**src/verilog/arcc_cfg.svh**
```systemverilog
`ifndef ARCC_CFG_SVH
`define ARCC_CFG_SVH

// register byte offsets on the wishbone bus
`define ARCC_OFF_SC1      8'h00
`define ARCC_OFF_SC2      8'h04
`define ARCC_OFF_RH       8'h08
`define ARCC_OFF_RL       8'h0C
`define ARCC_OFF_CVH      8'h10
`define ARCC_OFF_CVL      8'h14
`define ARCC_OFF_CFG      8'h18
`define ARCC_OFF_INT_STAT 8'h1C
`define ARCC_OFF_INT_CLR  8'h20
`define ARCC_OFF_INT_EN   8'h24

// status_control_one fields
`define ARCC_SC1_CC_BIT   7
`define ARCC_SC1_CH_LO    0
// status_control_two fields
`define ARCC_SC2_ACT_BIT  7
`define ARCC_SC2_TRG_BIT  6
`define ARCC_SC2_CFE_BIT  5
`define ARCC_SC2_CGE_BIT  4
// configuration fields
`define ARCC_CFG_MODE_LO  2

// encodings
`define ARCC_CH_OFF       5'h1F
`define ARCC_MODE_8BIT    2'h0
`define ARCC_MODE_10BIT   2'h2

// interrupt status bits
`define ARCC_INT_DONE_BIT 0
`define ARCC_INT_LOST_BIT 1
`define ARCC_INT_ABRT_BIT 2

// reset values
`define ARCC_RST_CH       5'h00
`define ARCC_RST_MODE     2'h0
`define ARCC_RST_BYTE     8'h00
`define ARCC_RST_RES      10'h000
`define ARCC_RST_INT      3'h0

`endif

```
**src/verilog/arcc_pkg.sv**
```systemverilog
package arcc_pkg;

  typedef enum logic {
    ARCC_IDLE,
    ARCC_BUSY
  } arcc_state_t;

  // software-written control state
  typedef struct packed {
    logic       trg;
    logic       cfe;
    logic       cge;
    logic [4:0] ch;
    logic [1:0] mode;
    logic [1:0] cvh;
    logic [7:0] cvl;
  } arcc_ctl_t;

  // result holding state
  typedef struct packed {
    logic       valid;
    logic       lock;
    logic [9:0] data;
  } arcc_res_t;

endpackage
```
**src/verilog/arcc_ctrl.sv**
```systemverilog
// Our own choices: the Wishbone slave port and the placing of the registers.
`timescale 1ns/1ps
`include "arcc_cfg.svh"

module arcc_ctrl
  import arcc_pkg::*;
(
  // clock and reset
  input  wire logic        clk_i,
  input  wire logic        rst_i,
  // wishbone slave
  input  wire logic        wb_cyc_i,
  input  wire logic        wb_stb_i,
  input  wire logic        wb_we_i,
  input  wire logic [7:0]  wb_adr_i,
  input  wire logic [3:0]  wb_sel_i,
  input  wire logic [31:0] wb_dat_i,
  output logic      [31:0] wb_dat_o,
  output logic             wb_ack_o,
  // converter core
  input  wire logic        hardware_trigger_input_i,
  input  wire logic        conv_done_i,
  input  wire logic [9:0]  conv_data_i,
  output logic             conv_start_o,
  output logic             conv_abort_o,
  output logic      [4:0]  channel_o,
  output logic      [1:0]  mode_o,
  // interrupt
  output logic             irq_o
);

  arcc_state_t state_ff,    nxt_state;
  arcc_ctl_t   ctl_ff,      nxt_ctl;
  arcc_res_t   res_ff,      nxt_res;
  logic        cc_ff,       nxt_cc;
  logic        hw_prev_ff,  nxt_hw_prev;
  logic        start_ff,    nxt_start;
  logic        abort_ff,    nxt_abort;
  logic [2:0]  int_stat_ff, nxt_int_stat;
  logic [2:0]  int_en_ff,   nxt_int_en;
  logic        irq_ff,      nxt_irq;
  logic        ack_ff,      nxt_ack;
  logic [31:0] dat_ff,      nxt_dat;

  logic        acc;
  logic        wr;
  logic        rd;
  logic        wr_sc1;
  logic        rd_rh;
  logic        rd_rl;
  logic        is10;
  logic        hw_edge;
  logic        ch_on;
  logic        start_req;
  logic        done_ok;
  logic [9:0]  res_new;
  logic [9:0]  cmp_val;
  logic        cmp_true;
  logic        load_ok;
  logic        mode_chg;
  logic [1:0]  wr_mode;
  logic [2:0]  ev;

  // bus decode: one access per request, ack drops the cycle after
  assign acc    = wb_cyc_i & wb_stb_i & ~ack_ff;
  assign wr     = acc & wb_we_i & wb_sel_i[0];
  assign rd     = acc & ~wb_we_i;
  assign wr_sc1 = wr & (wb_adr_i == `ARCC_OFF_SC1);
  assign rd_rh  = rd & (wb_adr_i == `ARCC_OFF_RH);
  assign rd_rl  = rd & (wb_adr_i == `ARCC_OFF_RL);

  assign is10    = (ctl_ff.mode == `ARCC_MODE_10BIT);
  assign hw_edge = hardware_trigger_input_i & ~hw_prev_ff;
  assign ch_on   = (ctl_ff.ch != `ARCC_CH_OFF);

  // a write to control one in software trigger mode restarts with the channel just written, unless that channel is off
  always_comb begin
    if (wr_sc1) begin
      start_req = ~ctl_ff.trg & (wb_dat_i[`ARCC_SC1_CH_LO +: 5] != `ARCC_CH_OFF);
    end else begin
      start_req = ctl_ff.trg & hw_edge & ch_on & (state_ff == ARCC_IDLE);
    end
  end

  // completion in the same cycle as an abort is dropped
  assign done_ok = conv_done_i & (state_ff == ARCC_BUSY) & ~wr_sc1;

  // 8-bit results keep the top bits at zero
  assign res_new = is10 ? conv_data_i : {2'h0, conv_data_i[7:0]};
  assign cmp_val = is10 ? {ctl_ff.cvh, ctl_ff.cvl} : {2'h0, ctl_ff.cvl};
  assign cmp_true = ctl_ff.cge ? (res_new >= cmp_val) : (res_new < cmp_val);
  assign load_ok  = done_ok & (~ctl_ff.cfe | cmp_true) & ~res_ff.lock;

  assign wr_mode  = wb_dat_i[`ARCC_CFG_MODE_LO +: 2];
  assign mode_chg = wr & (wb_adr_i == `ARCC_OFF_CFG) & (wr_mode != ctl_ff.mode);

  // conversion sequencing
  always_comb begin
    nxt_state   = state_ff;
    nxt_start   = 1'b0;
    nxt_abort   = 1'b0;
    nxt_hw_prev = hardware_trigger_input_i;
    if (wr_sc1 && state_ff == ARCC_BUSY) begin
      nxt_abort = 1'b1;
      nxt_state = ARCC_IDLE;
    end else if (done_ok) begin
      nxt_state = ARCC_IDLE;
    end
    if (start_req) begin
      nxt_start = 1'b1;
      nxt_state = ARCC_BUSY;
    end
    case (state_ff)
      ARCC_IDLE: ;
      ARCC_BUSY: ;
      default:   nxt_state = ARCC_IDLE;
    endcase
  end

  // control registers
  always_comb begin
    nxt_ctl = ctl_ff;
    if (wr) begin
      case (wb_adr_i)
        `ARCC_OFF_SC1: nxt_ctl.ch = wb_dat_i[`ARCC_SC1_CH_LO +: 5];
        `ARCC_OFF_SC2: begin
          // reserved low bits are simply not stored
          nxt_ctl.trg = wb_dat_i[`ARCC_SC2_TRG_BIT];
          nxt_ctl.cfe = wb_dat_i[`ARCC_SC2_CFE_BIT];
          nxt_ctl.cge = wb_dat_i[`ARCC_SC2_CGE_BIT];
        end
        `ARCC_OFF_CVH: nxt_ctl.cvh = wb_dat_i[1:0];
        `ARCC_OFF_CVL: nxt_ctl.cvl = wb_dat_i[7:0];
        `ARCC_OFF_CFG: nxt_ctl.mode = wr_mode;
        default:       nxt_ctl = ctl_ff;
      endcase
    end
  end

  // result registers and interlock
  always_comb begin
    nxt_res = res_ff;
    if (rd_rh && is10 && !rd_rl) begin
      nxt_res.lock = 1'b1;
    end
    if (rd_rl || !is10) begin
      nxt_res.lock = 1'b0;
    end
    if (load_ok) begin
      nxt_res.data  = res_new;
      nxt_res.valid = 1'b1;
    end
    if (mode_chg) begin
      nxt_res.valid = 1'b0;
      nxt_res.lock  = 1'b0;
    end
  end

  // complete flag: a set in the clearing cycle wins
  always_comb begin
    nxt_cc = cc_ff;
    if (wr_sc1 || rd_rl) begin
      nxt_cc = 1'b0;
    end
    if (load_ok) begin
      nxt_cc = 1'b1;
    end
  end

  // interrupt status, enable and level output
  always_comb begin
    ev                      = 3'h0;
    ev[`ARCC_INT_DONE_BIT]  = load_ok;
    ev[`ARCC_INT_LOST_BIT]  = done_ok & res_ff.lock;
    ev[`ARCC_INT_ABRT_BIT]  = wr_sc1 & (state_ff == ARCC_BUSY);
    nxt_int_stat = int_stat_ff;
    nxt_int_en   = int_en_ff;
    if (wr && wb_adr_i == `ARCC_OFF_INT_CLR) begin
      nxt_int_stat = int_stat_ff & ~wb_dat_i[2:0];
    end
    if (wr && wb_adr_i == `ARCC_OFF_INT_EN) begin
      nxt_int_en = wb_dat_i[2:0];
    end
    nxt_int_stat = nxt_int_stat | ev;
    nxt_irq      = |(nxt_int_stat & nxt_int_en);
  end

  // read data; invalid results read as zero
  always_comb begin
    nxt_ack = acc;
    nxt_dat = 32'h0;
    if (rd) begin
      case (wb_adr_i)
        `ARCC_OFF_SC1: begin
          nxt_dat[`ARCC_SC1_CC_BIT]        = cc_ff;
          nxt_dat[`ARCC_SC1_CH_LO +: 5]    = ctl_ff.ch;
        end
        `ARCC_OFF_SC2: begin
          nxt_dat[`ARCC_SC2_ACT_BIT] = (state_ff == ARCC_BUSY);
          nxt_dat[`ARCC_SC2_TRG_BIT] = ctl_ff.trg;
          nxt_dat[`ARCC_SC2_CFE_BIT] = ctl_ff.cfe;
          nxt_dat[`ARCC_SC2_CGE_BIT] = ctl_ff.cge;
        end
        `ARCC_OFF_RH: begin
          nxt_dat[1:0] = (res_ff.valid && is10) ? res_ff.data[9:8] : 2'h0;
        end
        `ARCC_OFF_RL: begin
          nxt_dat[7:0] = res_ff.valid ? res_ff.data[7:0] : 8'h00;
        end
        `ARCC_OFF_CVH:      nxt_dat[1:0] = ctl_ff.cvh;
        `ARCC_OFF_CVL:      nxt_dat[7:0] = ctl_ff.cvl;
        `ARCC_OFF_CFG:      nxt_dat[`ARCC_CFG_MODE_LO +: 2] = ctl_ff.mode;
        `ARCC_OFF_INT_STAT: nxt_dat[2:0] = int_stat_ff;
        `ARCC_OFF_INT_EN:   nxt_dat[2:0] = int_en_ff;
        default:            nxt_dat = 32'h0;
      endcase
    end
  end

  always_ff @(posedge clk_i) begin
    if (rst_i) begin
      state_ff    <= ARCC_IDLE;
      ctl_ff      <= '{trg: 1'b0, cfe: 1'b0, cge: 1'b0, ch: `ARCC_RST_CH,
                       mode: `ARCC_RST_MODE, cvh: 2'h0, cvl: `ARCC_RST_BYTE};
      res_ff      <= '{valid: 1'b0, lock: 1'b0, data: `ARCC_RST_RES};
      cc_ff       <= 1'b0;
      hw_prev_ff  <= 1'b0;
      start_ff    <= 1'b0;
      abort_ff    <= 1'b0;
      int_stat_ff <= `ARCC_RST_INT;
      int_en_ff   <= `ARCC_RST_INT;
      irq_ff      <= 1'b0;
      ack_ff      <= 1'b0;
      dat_ff      <= 32'h0;
    end else begin
      state_ff    <= nxt_state;
      ctl_ff      <= nxt_ctl;
      res_ff      <= nxt_res;
      cc_ff       <= nxt_cc;
      hw_prev_ff  <= nxt_hw_prev;
      start_ff    <= nxt_start;
      abort_ff    <= nxt_abort;
      int_stat_ff <= nxt_int_stat;
      int_en_ff   <= nxt_int_en;
      irq_ff      <= nxt_irq;
      ack_ff      <= nxt_ack;
      dat_ff      <= nxt_dat;
    end
  end

  assign wb_dat_o     = dat_ff;
  assign wb_ack_o     = ack_ff;
  assign conv_start_o = start_ff;
  assign conv_abort_o = abort_ff;
  assign channel_o    = ctl_ff.ch;
  assign mode_o       = ctl_ff.mode;
  assign irq_o        = irq_ff;
endmodule

```
**config.mk**
```make
export PLATFORM = sky130hd
export DESIGN_NAME = arcc_ctrl
export DESIGN_NICKNAME = d
export VERILOG_FILES = /design/src/verilog/arcc_pkg.sv /design/src/verilog/arcc_ctrl.sv
export VERILOG_INCLUDE_DIRS = /design/src /design/src/verilog
export SDC_FILE = /design/constraint.sdc
export NUM_CORES = 1
export LEC_CHECK = 0
export ABC_AREA = 1
export BUFFER_PORTS_ARGS = -buffer_cell sky130_fd_sc_hd__buf_2
export CAP_MARGIN = 10
export CORE_ASPECT_RATIO = 1.75
export CORE_MARGIN = 3
export CORE_UTILIZATION = 51
export CTS_CLUSTER_DIAMETER = 80
export DETAILED_ROUTE_END_ITERATION = 8
export GPL_ROUTABILITY_DRIVEN = 0
export PLACE_DENSITY = 0.82
export SYNTH_ARGS = -nofsm -noshare
export SYNTH_HDL_FRONTEND = slang
export SYNTH_SLANG_ARGS = --single-unit
```
**constraint.sdc**
```tcl
create_clock -name clk_i -period 2.7 [get_ports clk_i]
set_clock_uncertainty 0.05 [all_clocks]
set_input_delay 0.27 -clock clk_i [delete_from_list [all_inputs] [get_ports clk_i]]
set_output_delay 0.27 -clock clk_i [all_outputs]
set_load 0.005 [all_outputs]
```
==> metrics.md <==
| Metric | Value |
|---|---|
| Via/cell ratio | `between 5 and 6` |
| ANT cells | `0` |
| Synthesized flop and latch total | `53` |
| Fmax | `between 400 and 500 MHz` |
| Cell count after synthesis | `approximately 420` |
| Buffers plus inverters on the worst setup path | `5` |
| Setup TNS | `0 ns` |
| Port bufs | `52` |
| Die height | `108.2 um` |
| CP max stage cell | `dfxtp_2` |
| Reg-to-Reg Start | `mode_o[1]` |
| Overflow after GRT | `0` |
| Synth warn | `0` |
| Worst Hold Class | `in -> reg` |
| Final #Nets | `between 500 and 600` |
| Width of the die | `between 60 and 70 um` |
| Post-Route WL | `7401 um` |
| CP Max Fanout | `12` |
| Antenna violations before repair | `0` |
| Max VDD drop | `around 380 uV` |
| Pwr/cell area | `about 420 nW/um2` |
| Startpoint Class | `register` |
| Commonest non-fill, non-tap cell in the layout | `nand2_1` |
| Total die area | `~7000 um2` |
| Vias in the first global route | `around 2600` |
| CP peak stage delay | `roughly 0.38 ns` |
| First-pass GRT wire length | `11940 um` |
| Critical Path RT | `between 2 and 3 ns` |
| Post-synth EDFFs | `0` |
| Reg-to-Reg End | `res_ff[2]` |
| Via count | `2818` |
| Register area share after synthesis | `a little over a third` |
| Asr flop ratio synth | `0%` |
| Worst Setup EP | `res_ff[2]` |
| IO Pins | `104` |
| Minimum clock period | `2.444 ns` |
| Sequential cell area | `between 1000 and 1500 um2` |
| Setup violators final | `0` |
| Row count | `36` |
| Clock Sink Count | `53` |
| Multi-input gate area | `1579 um2` |
| Hold slack | `0.1043 ns` |
| GRT met1 Usage | `between 20% and 30%` |
| Routing usage on met3 | `under 10%` |
| Fill cells | `558` |
| Commonest non-fill, non-tap cells in the layout | `nand2_1, inv_1, dfxtp_1, buf_2, nor2_1` |
| Drc violations | `0` |
| Core ar. | `between 5000 and 6000 um2` |
| Flop-to-flop setup slack | `roughly 0.26 ns` |
| Clock Latency Late Sink | `about 0.32 ns` |
| Reg2reg path depth | `16` |
| Synth cell types | `37` |
| Starting Density | `a little over half` |
| Family with the most delay on the worst path | `simple AND/OR/NAND/NOR gates` |
| Wire per inst | `about 14 um` |
| GR Util met2 | `40.31%` |
| CTS Buffer Depth | `2` |
| Area grow syn2layout | `10.35%` |
| Slew Limit Fails | `0` |
| CP Launch Point | `mode_o[1]` |
| Pin count of the biggest net entering global routing | `20` |
| Worst Hold Depth | `3` |
| TritonCTS clock tree | `yes` |
| Final hold violation count | `0` |
| Post-Syn Area per Cell | `between 7 and 8 um2` |
| Clk slew on worst S/H paths | `roughly 0.10 ns` |
| CTS Buf Count | `5` |
| Critical path, cell by cell | `inv_1 -> nor2_1 -> buf_4 -> inv_1 -> nor2_1 -> ha_1 -> nand2_1 -> inv_1 -> a21oi_1 -> nand3_1 -> nand2_1 -> nand3_2 -> buf_12 -> nand3b_1 -> nand2_1 -> nor2_1` |
| CTS H-tree lvls | `2` |
| Mapped Area | `between 3000 and 4000 um2` |
| Crit. path cell count | `16` |
| Final ANT Viol Nets | `0` |
| TritonRoute pass-1 iters | `5` |
| Most used DFF post-synth | `dfxtp_1` |
| Unrepaired setup endpoints after global routing | `false` |
| Initial drt markers | `just under 200` |
| Outcome | `finished clean` |
| Hold-fix buffers, CTS | `0` |
| Worst EP arrival | `between 2 and 3 ns` |
| GR peak layer | `met2` |
| CP endpoint kind | `register` |
| Crit Path Category | `reg -> reg` |
| CTS Root Cell | `clkbuf_8` |
| Dpl hpwl | `around 5900 um` |
| Max cap viols | `0` |
| Pleak | `~1.5 nW` |
| Total GRT Usage | `approximately 22%` |
| Share of cells above drive strength 1 | `19.36%` |
| Post-route clock period utilization | `roughly nine tenths` |
## how the worst min path moves through the flow
| stage | startpoint | endpoint | slack (ns) |
|---|---|---|---|
| finish | hardware_trigger_input_i | hw_prev_ff | 0.10 |
| global route | hardware_trigger_input_i | hw_prev_ff | 0.12 |
| CTS | hardware_trigger_input_i | hw_prev_ff | 0.10 |
| detailed placement | res_ff[7] | wb_dat_o[7] | 0.42 |
| global placement | res_ff[7] | wb_dat_o[7] | 0.41 |
| floorplan | rst_i | ctl_ff[18] | 0.30 |
## what timing repair did
item / CTS / global route
resized for setup: 0 / 1
setup endpoints to repair: 0 / 5
setup buffers: 0 / 0
## area by class of cell
class | count | share of cell area (%)
multi-input cells | 295 | 46.97
flip-flops and latches | 53 | 31.60
repair buffers | 56 | 9.006
inverters | 58 | 6.476
clock buffers | 7 | 2.866
well taps | 76 | 2.828
clock inverters | 1 | 0.2605
## sequential cells by signal, summed over array words and instances, names as in the netlist
register	count
int_en_ff	3
res_ff	12
int_stat_ff	3
cc_ff	1
conv_abort_o	1
ctl_ff	13
wb_ack_o	1
hw_prev_ff	1
irq_o	1
conv_start_o	1
mode_o	2
state_ff	1
channel_o	5
wb_dat_o	8
## report_power, final
group	switching, mW	leakage [nW]	internal, mW
combinational	0.0751	1.06	0.0399
clock	0.275	0.0549	0.237
sequential	0.000540	0.428	0.783
total	0.350	1.54	1.06
## worst min-delay path: cells and delay by family
family                 cells  cell delay (ns)
buffers and inverters      2             0.11
AND/OR/NAND/NOR            1             0.07
## Yosys cell counts, types with 9 or more instances
cell type,n,area share (%)
nand3b_1,9,2.2
nor2_1,44,5.4
nand3_1,14,2.3
ha_1,10,4.1
dfxtp_1,53,35
buf_4,33,8.1
nand2_1,77,9.5
o21ai_0,31,5.1
inv_1,54,6.7
a21oi_1,42,6.9
## routing by layer
metal | share of wire (%) | vias to the layer above | wire [um]
met1 | 37 | 1258 | 2720
met4 | 4.8 | 0 | 352
met5 | 0 | - | 0
li1 | - | 1399 | -
met3 | 6.7 | 33 | 495
met2 | 52 | 128 | 3833
## cells by family after synthesis
group | count (synthesis) | synth area share (%)
compound gates | 83 | 14.58
xor+xnor | 2 | 0.5751
fa+ha+maj | 10 | 4.107
buf+inv | 96 | 16.18
flops | 53 | 34.83
mux | 1 | 0.3286
other cells | 1 | 0.1231
simple gates | 175 | 29.28
## per-stage QoR
stage	util, %	std cells	instance area (um2)	total power, mW	setup WS, ns
after floorplan	-	444	3133	0.8915	0.5144
after global placement	57.36	538	3256	0.9118	0.3220
after detailed placement	57.36	538	3256	0.9147	0.2583
after CTS	59.22	546	3361	1.416	0.2291
after global routing	59.24	546	3362	1.462	0.01452
final	59.24	546	3362	1.410	0.2563
No activity file was read; power rests on OpenSTA's default activity.
